[src/rtl/mees_pkg.sv]
// Constants for the mesh egress event selector: event codes, sub-select
// masks, register map and control field positions.
// Assumes a single clock domain and an APB register bus with 32-bit data.

`default_nettype none

package mees_pkg;

    // Event codes
    localparam logic [7:0] EV_HORZ_STARVED   = 8'ha5;
    localparam logic [7:0] EV_VERT_ESCAPE    = 8'h9c;
    localparam logic [7:0] EV_VERT_BYPASS    = 8'h9d;
    localparam logic [7:0] EV_VERT_BYPASS_2  = 8'h9e;
    localparam logic [7:0] EV_VERT_FULL_MAIN = 8'h94;
    localparam logic [7:0] EV_VERT_FULL_2ND  = 8'h95;
    localparam logic [7:0] EV_VERT_NONEMPTY  = 8'h96;

    // Sub-select bits that each event honours
    localparam logic [7:0] MASK_HORZ_STARVED = 8'h8f;
    localparam logic [7:0] MASK_VERT_ESCAPE  = 8'h55;
    localparam logic [7:0] MASK_VERT_SEVEN   = 8'h7f;
    localparam logic [7:0] MASK_VERT_SECOND  = 8'h03;

    // Register byte addresses
    localparam logic [11:0] ADDR_CTRL   = 12'h000;
    localparam logic [11:0] ADDR_CNT_LO = 12'h004;
    localparam logic [11:0] ADDR_CNT_HI = 12'h008;
    localparam logic [11:0] ADDR_STATUS = 12'h00c;

    // Control register fields
    localparam int CTRL_CODE_LSB    = 0;
    localparam int CTRL_SUBSEL_LSB  = 8;
    localparam int CTRL_ENABLE_BIT  = 16;
    localparam int CTRL_NOTFULL_BIT = 17;
    localparam int CTRL_CLEAR_BIT   = 18;
    localparam int CTRL_FREEZE_BIT  = 19;

    // Status register fields
    localparam int STAT_VALID_BIT   = 0;
    localparam int STAT_OVF_BIT     = 1;
    localparam int STAT_INC_LSB     = 8;

    // Reset values
    localparam logic [7:0] RST_CODE   = 8'h00;
    localparam logic [7:0] RST_SUBSEL = 8'h00;

    // Number of set bits in a byte
    function automatic logic [3:0] mees_popcount(input logic [7:0] v);
        logic [3:0] n;
        n = 4'h0;
        for (int i = 0; i < 8; i++) begin
            n = n + {3'h0, v[i]};
        end
        return n;
    endfunction : mees_popcount

endpackage : mees_pkg

`default_nettype wire

[src/rtl/mees_event_select.sv]
// Event selector: picks the raw condition vector that the event code names,
// gates it with the sub-select and the bits that event honours, and counts.
// Assumes condition vectors are same-clock levels, bit-aligned to sub-select.

`default_nettype none

module mees_event_select (
    input  wire logic [7:0] event_code,
    input  wire logic [7:0] sub_select,
    input  wire logic       count_not_full,
    input  wire logic [7:0] horizontal_injection_starvation,
    input  wire logic [7:0] vertical_escape_slot_used,
    input  wire logic [7:0] vertical_egress_bypass,
    input  wire logic [1:0] vertical_egress_bypass_second,
    input  wire logic [6:0] vertical_queue_full_cycles_main,
    input  wire logic [1:0] vertical_queue_full_cycles_second,
    input  wire logic [6:0] vertical_queue_nonempty_cycles,
    output logic            code_valid,
    output logic [3:0]      increment
);

    logic [7:0] cond;
    logic [7:0] honoured;
    logic [7:0] fill_main;
    logic [7:0] fill_second;

    // Full cycles by default; the inverted view counts not-full cycles
    assign fill_main   = count_not_full ? {1'b0, ~vertical_queue_full_cycles_main}
                                        : {1'b0,  vertical_queue_full_cycles_main};
    assign fill_second = count_not_full ? {6'h00, ~vertical_queue_full_cycles_second}
                                        : {6'h00,  vertical_queue_full_cycles_second};

    // Event code decode; unknown codes select nothing
    always_comb begin
        code_valid = 1'b1;
        cond       = 8'h00;
        honoured   = 8'h00;
        if (event_code == mees_pkg::EV_HORZ_STARVED) begin
            // Uncredited and all-traffic selections share one bit here
            cond     = horizontal_injection_starvation;
            honoured = mees_pkg::MASK_HORZ_STARVED;
        end else if (event_code == mees_pkg::EV_VERT_ESCAPE) begin
            cond     = vertical_escape_slot_used;
            honoured = mees_pkg::MASK_VERT_ESCAPE;
        end else if (event_code == mees_pkg::EV_VERT_BYPASS) begin
            cond     = vertical_egress_bypass;
            honoured = mees_pkg::MASK_VERT_SEVEN;
        end else if (event_code == mees_pkg::EV_VERT_BYPASS_2) begin
            cond     = {6'h00, vertical_egress_bypass_second};
            honoured = mees_pkg::MASK_VERT_SECOND;
        end else if (event_code == mees_pkg::EV_VERT_FULL_MAIN) begin
            cond     = fill_main;
            honoured = mees_pkg::MASK_VERT_SEVEN;
        end else if (event_code == mees_pkg::EV_VERT_FULL_2ND) begin
            cond     = fill_second;
            honoured = mees_pkg::MASK_VERT_SECOND;
        end else if (event_code == mees_pkg::EV_VERT_NONEMPTY) begin
            cond     = {1'b0, vertical_queue_nonempty_cycles};
            honoured = mees_pkg::MASK_VERT_SEVEN;
        end else begin
            code_valid = 1'b0;
        end
    end

    // Every selected sub-event that is true adds one this cycle
    assign increment = mees_pkg::mees_popcount(cond & honoured & sub_select);

endmodule : mees_event_select

`default_nettype wire

[src/rtl/mees_top.sv]
// Mesh egress event counter: APB register file, event selection and a
// wide counter of the selected egress conditions.
// Assumes the egress condition inputs are levels on the same clock as the
// APB bus, so they are used without synchronisers.

`default_nettype none

module mees_top #(
    parameter int CNT_W = 48
) (
    input  wire logic        clk,
    input  wire logic        resetn,
    // APB slave
    input  wire logic        psel,
    input  wire logic        penable,
    input  wire logic        pwrite,
    input  wire logic [11:0] paddr,
    input  wire logic [31:0] pwdata,
    input  wire logic [3:0]  pstrb,
    output logic             pready,
    output logic [31:0]      prdata,
    output logic             pslverr,
    // Raw egress conditions, bit-aligned with the sub-select field
    input  wire logic [7:0]  horizontal_injection_starvation,
    input  wire logic [7:0]  vertical_escape_slot_used,
    input  wire logic [7:0]  vertical_egress_bypass,
    input  wire logic [1:0]  vertical_egress_bypass_second,
    input  wire logic [6:0]  vertical_queue_full_cycles_main,
    input  wire logic [1:0]  vertical_queue_full_cycles_second,
    input  wire logic [6:0]  vertical_queue_nonempty_cycles,
    // Counter state for neighbouring logic
    output logic             counter_overflow
);

    // Control state
    logic [7:0]       event_code;
    logic [7:0]       sub_select;
    logic             count_enable;
    logic             count_not_full;
    logic             freeze_on_ovf;

    // Counter state
    logic [CNT_W-1:0] counter;
    logic [CNT_W-1:0] next_counter;
    logic             carry_out;
    logic             ovf_sticky;
    logic [3:0]       last_increment;

    // Selector outputs
    logic             code_valid;
    logic [3:0]       increment;

    // Bus decode
    logic             setup_phase;
    logic             access_done;
    logic             wr_done;
    logic             hit_ctrl;
    logic             hit_cnt_lo;
    logic             hit_cnt_hi;
    logic             hit_status;
    logic             addr_mapped;
    logic [31:0]      read_mux;
    logic [31:0]      ctrl_view;
    logic [31:0]      status_view;
    logic [63:0]      counter_wide;
    logic             count_step;

    // Zero wait states: read data is latched in the setup cycle
    assign pready      = 1'b1;
    assign setup_phase = psel && !penable;
    assign access_done = psel && penable && pready;
    assign wr_done     = access_done && pwrite;

    // Register decode; only whole aligned words are mapped
    always_comb begin
        hit_ctrl   = 1'b0;
        hit_cnt_lo = 1'b0;
        hit_cnt_hi = 1'b0;
        hit_status = 1'b0;
        if (paddr == mees_pkg::ADDR_CTRL) begin
            hit_ctrl = 1'b1;
        end else if (paddr == mees_pkg::ADDR_CNT_LO) begin
            hit_cnt_lo = 1'b1;
        end else if (paddr == mees_pkg::ADDR_CNT_HI) begin
            hit_cnt_hi = 1'b1;
        end else if (paddr == mees_pkg::ADDR_STATUS) begin
            hit_status = 1'b1;
        end
    end

    assign addr_mapped = hit_ctrl || hit_cnt_lo || hit_cnt_hi || hit_status;

    // Event selection and per-cycle increment
    mees_event_select i_mees_event_select (
        .event_code                        (event_code),
        .sub_select                        (sub_select),
        .count_not_full                    (count_not_full),
        .horizontal_injection_starvation   (horizontal_injection_starvation),
        .vertical_escape_slot_used         (vertical_escape_slot_used),
        .vertical_egress_bypass            (vertical_egress_bypass),
        .vertical_egress_bypass_second     (vertical_egress_bypass_second),
        .vertical_queue_full_cycles_main   (vertical_queue_full_cycles_main),
        .vertical_queue_full_cycles_second (vertical_queue_full_cycles_second),
        .vertical_queue_nonempty_cycles    (vertical_queue_nonempty_cycles),
        .code_valid                        (code_valid),
        .increment                         (increment)
    );

    // Read views of control and status
    always_comb begin
        ctrl_view = 32'h0000_0000;
        ctrl_view[mees_pkg::CTRL_CODE_LSB +: 8]   = event_code;
        ctrl_view[mees_pkg::CTRL_SUBSEL_LSB +: 8] = sub_select;
        ctrl_view[mees_pkg::CTRL_ENABLE_BIT]      = count_enable;
        ctrl_view[mees_pkg::CTRL_NOTFULL_BIT]     = count_not_full;
        ctrl_view[mees_pkg::CTRL_FREEZE_BIT]      = freeze_on_ovf;
    end

    always_comb begin
        status_view = 32'h0000_0000;
        status_view[mees_pkg::STAT_VALID_BIT]     = code_valid;
        status_view[mees_pkg::STAT_OVF_BIT]       = ovf_sticky;
        status_view[mees_pkg::STAT_INC_LSB +: 4]  = last_increment;
    end

    // Counter zero-extended to two words; upper bits beyond CNT_W read zero
    assign counter_wide = 64'(counter);

    always_comb begin
        read_mux = 32'h0000_0000;
        if (hit_ctrl) begin
            read_mux = ctrl_view;
        end else if (hit_cnt_lo) begin
            read_mux = counter_wide[31:0];
        end else if (hit_cnt_hi) begin
            read_mux = counter_wide[63:32];
        end else if (hit_status) begin
            read_mux = status_view;
        end
    end

    // Read data and error answer, captured in the setup cycle
    always_ff @(posedge clk or negedge resetn) begin
        if (!resetn) begin
            prdata  <= 32'h0000_0000;
            pslverr <= 1'b0;
        end else if (setup_phase) begin
            prdata  <= pwrite ? 32'h0000_0000 : read_mux;
            pslverr <= !addr_mapped;
        end
    end

    // Control register; byte lanes honoured, clear bit is a write-only strobe
    always_ff @(posedge clk or negedge resetn) begin
        if (!resetn) begin
            event_code     <= mees_pkg::RST_CODE;
            sub_select     <= mees_pkg::RST_SUBSEL;
            count_enable   <= 1'b0;
            count_not_full <= 1'b0;
            freeze_on_ovf  <= 1'b0;
        end else if (wr_done && hit_ctrl) begin
            if (pstrb[0]) begin
                event_code <= pwdata[mees_pkg::CTRL_CODE_LSB +: 8];
            end
            if (pstrb[1]) begin
                sub_select <= pwdata[mees_pkg::CTRL_SUBSEL_LSB +: 8];
            end
            if (pstrb[2]) begin
                count_enable   <= pwdata[mees_pkg::CTRL_ENABLE_BIT];
                count_not_full <= pwdata[mees_pkg::CTRL_NOTFULL_BIT];
                freeze_on_ovf  <= pwdata[mees_pkg::CTRL_FREEZE_BIT];
            end
        end
    end

    // A counter that has wrapped may be told to hold its value
    assign count_step = count_enable && code_valid && (increment != 4'h0)
                        && !(freeze_on_ovf && ovf_sticky);

    // Add the whole per-cycle sum at once
    assign {carry_out, next_counter} = {1'b0, counter} + (CNT_W+1)'(increment);

    // Counter: software writes and clears win over counting in the same cycle
    always_ff @(posedge clk or negedge resetn) begin
        if (!resetn) begin
            counter <= '0;
        end else if (wr_done && hit_ctrl && pstrb[2] && pwdata[mees_pkg::CTRL_CLEAR_BIT]) begin
            counter <= '0;
        end else if (wr_done && hit_cnt_lo) begin
            counter <= CNT_W'({counter_wide[63:32], pwdata});
        end else if (wr_done && hit_cnt_hi) begin
            counter <= CNT_W'({pwdata, counter_wide[31:0]});
        end else if (count_step) begin
            counter <= next_counter;
        end
    end

    // Overflow flag: a wrap in the clearing cycle keeps it set
    always_ff @(posedge clk or negedge resetn) begin
        if (!resetn) begin
            ovf_sticky <= 1'b0;
        end else if (count_step && carry_out) begin
            ovf_sticky <= 1'b1;
        end else if (wr_done && hit_status && pstrb[0] && pwdata[mees_pkg::STAT_OVF_BIT]) begin
            ovf_sticky <= 1'b0;
        end
    end

    // Last non-gated increment, for software to see activity
    always_ff @(posedge clk or negedge resetn) begin
        if (!resetn) begin
            last_increment <= 4'h0;
        end else begin
            last_increment <= (count_enable && code_valid) ? increment : 4'h0;
        end
    end

    assign counter_overflow = ovf_sticky;

endmodule : mees_top

`default_nettype wire

[config.mk]
export PLATFORM = sky130hd
export DESIGN_NAME = mees_top
export DESIGN_NICKNAME = d
export VERILOG_FILES = /design/src/rtl/mees_pkg.sv /design/src/rtl/mees_event_select.sv /design/src/rtl/mees_top.sv
export SDC_FILE = /design/constraint.sdc
export NUM_CORES = 1
export LEC_CHECK = 0
export ABC_AREA = 1
export BUFFER_PORTS_ARGS = -buffer_cell sky130_fd_sc_hd__buf_4
export CORE_ASPECT_RATIO = 0.8
export CORE_UTILIZATION = 25
export CTS_CLUSTER_DIAMETER = 200
export CTS_CLUSTER_SIZE = 16
export DETAILED_ROUTE_END_ITERATION = 10
export REMOVE_ABC_BUFFERS = 1
export SLEW_MARGIN = 30
export SYNTH_ARGS = -nofsm -noshare
export SYNTH_HDL_FRONTEND = slang
export SYNTH_HIERARCHICAL = 1
export SYNTH_SLANG_ARGS = --single-unit
[constraint.sdc]
create_clock -name clk -period 5.1 [get_ports clk]
set_input_delay 0.765 -clock clk [delete_from_list [all_inputs] [get_ports clk]]
set_output_delay 0.765 -clock clk [all_outputs]
set_load 0.05 [all_outputs]
# Word level (Yosys, flattened, before mapping)
# Cells that the tools add are included.
[classes]
addsub = 8
eq_ne = 12
n_mux = 45
bitwise = 4
n_reduce_logical = 32
[op_table]
columns = ["cell", "n"]
rows = [
  ["48-bit two-way mux", 4],
  ["32-bit two-way mux", 3],
  ["8-bit two-way mux", 12],
  ["8-bit equality test, second input constant", 7],
  ["48-bit by 4-bit adder with 49-bit output", 1],
  ["4-bit by 1-bit adder with 4-bit output", 6],
  ["12-bit by 4-bit equality test with 1-bit output, second input constant", 2],
  ["7-bit two-way mux", 3],
  ["1-bit two-way mux", 19],
  ["8-bit bitwise AND", 2],
  ["1-bit logical AND", 16],
  ["16-bit two-way mux", 1],
  ["12-bit by 3-bit equality test with 1-bit output, second input constant", 1],
  ["12-bit logical NOT", 1],
  ["12-bit two-way mux", 1],
  ["2-bit AND reduction", 5],
  ["7-bit NOT", 1],
  ["3-bit nonzero test", 2],
  ["4-bit two-way mux", 1],
  ["4-bit nonzero test", 1],
  ["1-bit logical NOT", 3],
  ["1-bit logical OR", 3],
  ["3-bit != test, second input constant", 1],
  ["1-bit by 1-bit adder with 2-bit output", 1],
  ["other kinds (4)", 4],
]
[word_totals]
regBits = 105
input_bits = 95
word_cells = 112

# Longest topological paths before layout
[depth]
depth_word = 24
ltp_mapped = 31
mapped_depth_nobuf = 31

# By module
# The synthesis kept the hierarchy.
[modules_own_cells]
columns = ["module", "n_inst", "cells_each", "area_each_um2", "seq_area_each_um2"]
rows = [
  ["mees_top", 1, 1007, 6801.5, 2627.5],
  ["mees_event_select", 1, 132, 785.8, 0.0],
]

# Worst setup path after synthesis
# OpenSTA, ideal clock, no wires.
[synth_path]
kind = "reg-to-reg"
from = "register event_code[6]"
to = "register counter[32]"
arrival_ps = 5003
t_required_ps = 4978
path_slack_ps = -25
path_stages_with_launch = 27
path_cell_list = "dfrtp_1 inv_2 nand2_2 nor2_8 nand3_4 nor2_4 inv_2 or2_0 nand2_1 a21oi_2 fa_1 inv_1 fa_1 inv_1 fa_1 ha_1 fa_1 inv_1 fa_1 nor2_1 nor2_1 nor2_4 inv_1 nor2_1 nand3_1 a21oi_1 o21ai_1"
[synth_between]
elab_chain_len = 22
elab_cells_between_ends = 48
cone_classes = "8 x add/sub; 7 x eq/ne; 25 x mux; 2 x bitwise; 6 x reduce/logical"
[synth_rtl]
columns = ["element", "line_no", "source"]
rows = [
  ["start, declared", "mees_top.sv:36", "logic [7:0] event_code;"],
  ["start signal, assigned", "mees_top.sv:156", "event_code <= mees_pkg::RST_CODE;"],
  ["start signal, assigned", "mees_top.sv:163", "event_code <= pwdata[mees_pkg::CTRL_CODE_LSB +: 8];"],
  ["8-bit equality test", "mees_event_select.sv:57", "end else if (event_code == mees_pkg::EV_VERT_NONEMPTY) begin"],
  ["7-bit two-way mux", "mees_event_select.sv:57", ""],
  ["8-bit two-way mux", "mees_event_select.sv:54", "end else if (event_code == mees_pkg::EV_VERT_FULL_2ND) begin"],
  ["8-bit two-way mux", "mees_event_select.sv:51", "end else if (event_code == mees_pkg::EV_VERT_FULL_MAIN) begin"],
  ["8-bit two-way mux", "mees_event_select.sv:48", "end else if (event_code == mees_pkg::EV_VERT_BYPASS_2) begin"],
  ["8-bit two-way mux", "mees_event_select.sv:45", "end else if (event_code == mees_pkg::EV_VERT_BYPASS) begin"],
  ["8-bit two-way mux", "mees_event_select.sv:42", "end else if (event_code == mees_pkg::EV_VERT_ESCAPE) begin"],
  ["8-bit two-way mux", "mees_event_select.sv:38", "if (event_code == mees_pkg::EV_HORZ_STARVED) begin"],
  ["(+3 left out)", "--", ""],
  ["4-bit by 1-bit adder with 4-bit output (5 in series)", "mees_pkg.sv:52", "n = n + {3'h0, v[i]};"],
  ["4-bit by 1-bit adder with 4-bit output *", "mees_pkg.sv:52", ""],
  ["net increment[1]", "mees_top.sv:51", "logic [3:0] increment;"],
  ["48-bit by 4-bit adder with 49-bit output or 4-bit nonzero test (tied branches)", "mees_top.sv:181, mees_top.sv:177", ""],
  ["48-bit two-way mux or 1-bit logical AND (tied branches)", "mees_top.sv:193, mees_top.sv:177", ""],
  ["48-bit two-way mux or 1-bit logical AND (tied branches)", "mees_top.sv:191, mees_top.sv:178", ""],
  ["48-bit two-way mux or 3-bit nonzero test (tied branches)", "--", ""],
  ["48-bit two-way mux or 2-bit AND reduction (tied branches)", "--", ""],
  ["end signal, assigned", "mees_top.sv:190", "counter <= CNT_W'({counter_wide[63:32], pwdata});"],
  ["end signal, assigned", "mees_top.sv:192", "counter <= CNT_W'({pwdata, counter_wide[31:0]});"],
  ["end signal, assigned", "mees_top.sv:194", "counter <= next_counter;"],
  ["end, declared", "mees_top.sv:43", "logic [CNT_W-1:0] counter;"],
]
# The timed path passes the listed nets; every way through them passes the cells marked *. The select of a mux whose other input is x is not followed.
# A chain may end at the register's enable or synchronous reset.

# Worst setup path after layout
[layout_path]
from = "register event_code[6]"
to = "register counter[26]"
[layout_between]
elab_cells_between_ends = 48
cone_classes = "8 x add/sub; 7 x eq/ne; 25 x mux; 2 x bitwise; 6 x reduce/logical"
[layout_rtl]
columns = ["element", "line_no", "source"]
rows = [
  ["8-bit equality test", "mees_event_select.sv:57", ""],
  ["1-bit two-way mux", "mees_event_select.sv:57", ""],
  ["1-bit two-way mux", "mees_event_select.sv:54", ""],
  ["1-bit two-way mux", "mees_event_select.sv:51", ""],
  ["1-bit two-way mux", "mees_event_select.sv:48", ""],
  ["1-bit two-way mux", "mees_event_select.sv:45", ""],
  ["1-bit two-way mux", "mees_event_select.sv:42", ""],
  ["1-bit two-way mux *", "mees_event_select.sv:38", ""],
  ["net code_valid", "mees_top.sv:50", "logic code_valid;"],
  ["1-bit logical AND * (2 in series)", "mees_top.sv:177", "assign count_step = count_enable && code_valid && (increment != 4'h0)"],
  ["1-bit logical AND *", "mees_top.sv:178", "&& !(freeze_on_ovf && ovf_sticky);"],
  ["3-bit nonzero test (no line) *", "--", ""],
  ["2-bit AND reduction (no line) *", "--", ""],
]
# Marks and branches as above.

==> impl_results.html <==
<table>
<tr><th>Metric</th><th>Value</th></tr>
<tr><th colspan="2">Status</th></tr>
<tr><td>Status</td><td>finished with violations</td></tr>
<tr><td>Violations in the final reports</td><td>negative setup slack</td></tr>
<tr><th colspan="2">Timing</th></tr>
<tr><td>Worst slew pin tran</td><td>0.8708 ns</td></tr>
<tr><td>Shortest clock period the worst path allows after layout</td><td>5.273 ns</td></tr>
<tr><td>Final period util</td><td>103.4%</td></tr>
<tr><td>Max-slew headroom at the worst pin</td><td>41.73%</td></tr>
<tr><td>Number of setup violations in the final report</td><td>23</td></tr>
<tr><td>Final hold violation count</td><td>0</td></tr>
<tr><td>Final worst setup slack</td><td>-0.1730 ns</td></tr>
<tr><td>Sum of negative setup slack</td><td>-1.799 ns</td></tr>
<tr><td>RSZ-0062 raised after global routing</td><td>yes</td></tr>
<tr><td>Peak clock frequency supported by timing</td><td>189.6 MHz</td></tr>
<tr><td>Layout Skew</td><td>0.01306 ns</td></tr>
<tr><td>Max Transition Viols Final</td><td>0</td></tr>
<tr><th colspan="2">Power and ir drop</th></tr>
<tr><td>Power density over cell area</td><td>160.3 nW/µm²</td></tr>
<tr><td>Maximum VDD drop</td><td>0.0001133 V</td></tr>
<tr><td>Total leakage power</td><td>5.101 nW</td></tr>
<tr><th colspan="2">Worst setup path</th></tr>
<tr><td>CP Data Arrival Time</td><td>5.56 ns</td></tr>
<tr><td>Critical Path End Type</td><td>flip-flop</td></tr>
<tr><td>Crit Path Class</td><td>reg -&gt; reg</td></tr>
<tr><td>Largest stage delay on the critical path</td><td>0.55 ns</td></tr>
<tr><td>Slowest stage cell, crit path</td><td>sky130_fd_sc_hd__fa_2</td></tr>
<tr><td>Largest fanout on the critical path</td><td>5</td></tr>
<tr><td>Top cell family by delay on the critical path</td><td>adder cells</td></tr>
<tr><td>Data required time at the worst endpoint</td><td>5.39 ns</td></tr>
<tr><td>Cell occurring most often along the worst timing path</td><td>sky130_fd_sc_hd__inv_2</td></tr>
<tr><td>Type of origin of the critical path</td><td>flip-flop</td></tr>
<tr><td>Critical path buffer and inverter count</td><td>8</td></tr>
<tr><th colspan="2">Floorplanning</th></tr>
<tr><td>Number of core rows</td><td>56</td></tr>
<tr><td>Core region area</td><td>29570 µm²</td></tr>
<tr><td>Ports placed on the boundary</td><td>130</td></tr>
<tr><td>Die width</td><td>196.8 µm</td></tr>
<tr><td>Die Outline Area</td><td>31050 µm²</td></tr>
<tr><td>Starting utilization of the core area</td><td>25.66%</td></tr>
<tr><td>Die Span Y</td><td>157.8 µm</td></tr>
<tr><th colspan="2">Layout</th></tr>
<tr><td>Number of nets at the end of the flow</td><td>1435</td></tr>
<tr><td>Antenna diodes</td><td>0</td></tr>
<tr><td>Post-route design area</td><td>10490 µm²</td></tr>
<tr><td>Proportion of layout cells with a drive suffix above 1</td><td>27.76%</td></tr>
<tr><td>Area of the multi-input gates</td><td>4831 µm²</td></tr>
<tr><td>Non-filler cells in the finished layout</td><td>1739</td></tr>
<tr><td>Area growth from synthesis to final layout</td><td>38.27%</td></tr>
<tr><td>Count of filler cells inserted in the layout</td><td>3170</td></tr>
<tr><td>Utilization of the core after routing</td><td>35.48%</td></tr>
<tr><td>Sequential standard cell area</td><td>2629 µm²</td></tr>
<tr><th colspan="2">Logic synthesis</th></tr>
<tr><td>Yosys synthesis warning count</td><td>6</td></tr>
<tr><td>Synth Area per Inst</td><td>6.661 µm²</td></tr>
<tr><td>Sequential element share of the synthesized area</td><td>34.63%</td></tr>
<tr><td>Mapped Cells</td><td>1139</td></tr>
<tr><td>Number of flip-flops and latches in the synthesized netlist</td><td>105</td></tr>
<tr><td>Count of cell types in the netlist</td><td>50</td></tr>
<tr><td>Area of the mapped netlist</td><td>7587 µm²</td></tr>
<tr><th colspan="2">Detailed routing</th></tr>
<tr><td>Highest signal layer in the routed design</td><td>met4</td></tr>
<tr><td>Via/cell ratio</td><td>4.773</td></tr>
<tr><td>Total via count after detailed routing</td><td>8300</td></tr>
<tr><td>WL met3</td><td>1902 µm</td></tr>
<tr><td>Detailed Route WL</td><td>30970 µm</td></tr>
<tr><td>Metal2 WL</td><td>13390 µm</td></tr>
<tr><td>Number of violations reported at the end of detailed-routing iteration 0</td><td>713</td></tr>
<tr><td>Wire length per cell</td><td>17.81 µm</td></tr>
<tr><td>DRT antenna net count</td><td>0</td></tr>
<tr><td>Remaining DRCs</td><td>0</td></tr>
<tr><td>Drt first pass iters</td><td>5</td></tr>
<tr><td>Routed metal-1 wirelength</td><td>15360 µm</td></tr>
<tr><th colspan="2">Clocking</th></tr>
<tr><td>Clock sinks</td><td>105</td></tr>
<tr><td>Inserted Clock Buffers</td><td>9</td></tr>
<tr><td>Clk Tree Root Cell</td><td>sky130_fd_sc_hd__clkbuf_16</td></tr>
<tr><td>Largest buffer count on any clock path</td><td>2</td></tr>
<tr><td>CTS Hold Bufs</td><td>0</td></tr>
<tr><td>Register clock-pin slew on the reported worst setup and hold paths</td><td>0.08 ns</td></tr>
<tr><td>Clock tree from TritonCTS</td><td>done</td></tr>
<tr><td>Worst skew pair latency</td><td>0.36 ns</td></tr>
<tr><td>Count of H-tree levels built during CTS</td><td>3</td></tr>
<tr><th colspan="2">Global routing</th></tr>
<tr><td>Number of antenna violations at the first check in global routing</td><td>0</td></tr>
<tr><td>Maximum number of pins on one net before global-route repair</td><td>59</td></tr>
<tr><td>Vias in the first global route</td><td>7990</td></tr>
<tr><td>Global router's overall resource usage</td><td>20.09%</td></tr>
<tr><td>Global-route wire length before repair</td><td>47060 µm</td></tr>
<tr><td>Congestion Overflow GR</td><td>0</td></tr>
<tr><th colspan="2">Placed design</th></tr>
<tr><td>Dpl cell area</td><td>9484 µm²</td></tr>
<tr><td>Detailed placement HPWL</td><td>24360 µm</td></tr>
<tr><td>GPL Wtd Cong</td><td>0.9675</td></tr>
<tr><td>Place WS</td><td>-0.5814 ns</td></tr>
<tr><td>Placed Cells incl. Taps</td><td>1714</td></tr>
<tr><td>Buffers added on ports</td><td>119</td></tr>
<tr><th colspan="2">Flow run</th></tr>
<tr><td>MaxCap Viol Count</td><td>0</td></tr>
<tr><th colspan="2">Min path</th></tr>
<tr><td>Worst Hold Class</td><td>in -&gt; async</td></tr>
</table>
through the flow:
stage	hold WS [ns]	total power (W)
finish	0.4547	0.001681
global route	0.5044	0.001740
CTS	0.4816	0.001700
detailed placement	0.4721	0.0009705
global placement	0.4651	0.0009698
floorplan	0.4630	0.0008781
final timing paths:
kind,start,endpoint,slack [ns],cells after the start
worst max-delay path,event_code[6],counter[26],-0.17,29
worst min-delay path,resetn,prdata[2],0.45,1
worst max register to register,event_code[6],counter[26],-0.17,29
worst min register to register,prdata[2],prdata[2],0.49,2
max in group asynchronous,resetn,counter[36],3.48,2
min in group clk,prdata[2],prdata[2],0.49,2
cells in the mapped netlist (all sizes together):
library cell / number / area (µm²)
nand2: 357 / 1360
nor2: 167 / 703.2
inv: 136 / 510.5
dfrtp: 105 / 2628
nand3: 97 / 523.0
o21ai: 76 / 384.1
a21oi: 33 / 180.2
buf: 21 / 132.6
xor2: 20 / 175.2
nand4: 19 / 125.1
o211ai: 15 / 112.6
clkbuf: 14 / 52.55
a32o: 13 / 130.1
nor3: 11 / 55.05
ha: 7 / 87.58
a22o: 5 / 43.79
fa: 5 / 100.1
o2111ai: 5 / 43.79
o31ai: 5 / 37.54
o221ai: 4 / 35.03
or2: 4 / 25.03
xnor2: 4 / 35.03
a21o: 3 / 22.52
nand3b: 2 / 15.01
o22ai: 2 / 12.51
a21boi: 1 / 7.510
a31oi: 1 / 6.260
and3: 1 / 6.260
clkinv: 1 / 3.750
conb: 1 / 3.750
nor3b: 1 / 7.510
nor4: 1 / 6.260
o21bai: 1 / 7.510
o2bb2ai: 1 / 8.760
timing repair:
item / in CTS / in global routing
pin swaps: 24 / 63
buffers inserted: 2 / 8
endpoints found under the setup margin: 49 / 49
cloned: 0 / 0
gates resized for setup: 56 / 107
power by group:
part	switching (W)	leakage, nW	internal (W)
Combinational	0.0000656	3.53	0.0000511
Clock	0.000362	0.148	0.000367
Sequential	0.00000187	1.42	0.000833
cell type report:
| cell class | instances | share of cell area, % |
|---|---|---|
| clock buffer | 11 | 2.409 |
| clock inverter | 5 | 0.4413 |
| inverter | 137 | 4.949 |
| multi-input combinational | 862 | 46.05 |
| sequential | 105 | 25.06 |
| tap | 406 | 4.842 |
| timing repair buffer | 213 | 16.26 |
state kept, by name (all words and copies together) (netlist names):
register and count:
counter 48, pslverr 1, count_enable 1, freeze_on_ovf 1, sub_select 8, prdata 32
counter_overflow 1, count_not_full 1, event_code 8, last_increment 4
placed cells by master, fill, tap and decap left out, drive strengths merged, types with 7 or more instances in the layout:
cell type  netlist  routed
nand2          357     357
buf             21     213
nor2           167     167
inv            136     138
dfrtp          105     105
nand3           97      97
o21ai           76      76
a21oi           33      33
xor2            20      20
nand4           19      19
o211ai          15      15
a32o            13      13
nor3            11      11
clkbuf          14      11
ha               7       7
cell families after synthesis:
logic type / count (synthesis) / share of synthesized area, %
compound gates: 165 / 13.61
xor+xnor: 24 / 2.770
fa+ha+maj: 12 / 2.474
buf+inv: 172 / 9.218
flops: 105 / 34.63
other cells: 1 / 0.04942
simple gates: 660 / 37.25
routing by layer:
layer,up-vias,global-route usage (%)
met1,3962,29.65
met4,0,3.950
li1,4059,-
met5,-,0
met2,256,30.73
met3,23,3.132
(Power assumes the default switching activity.)
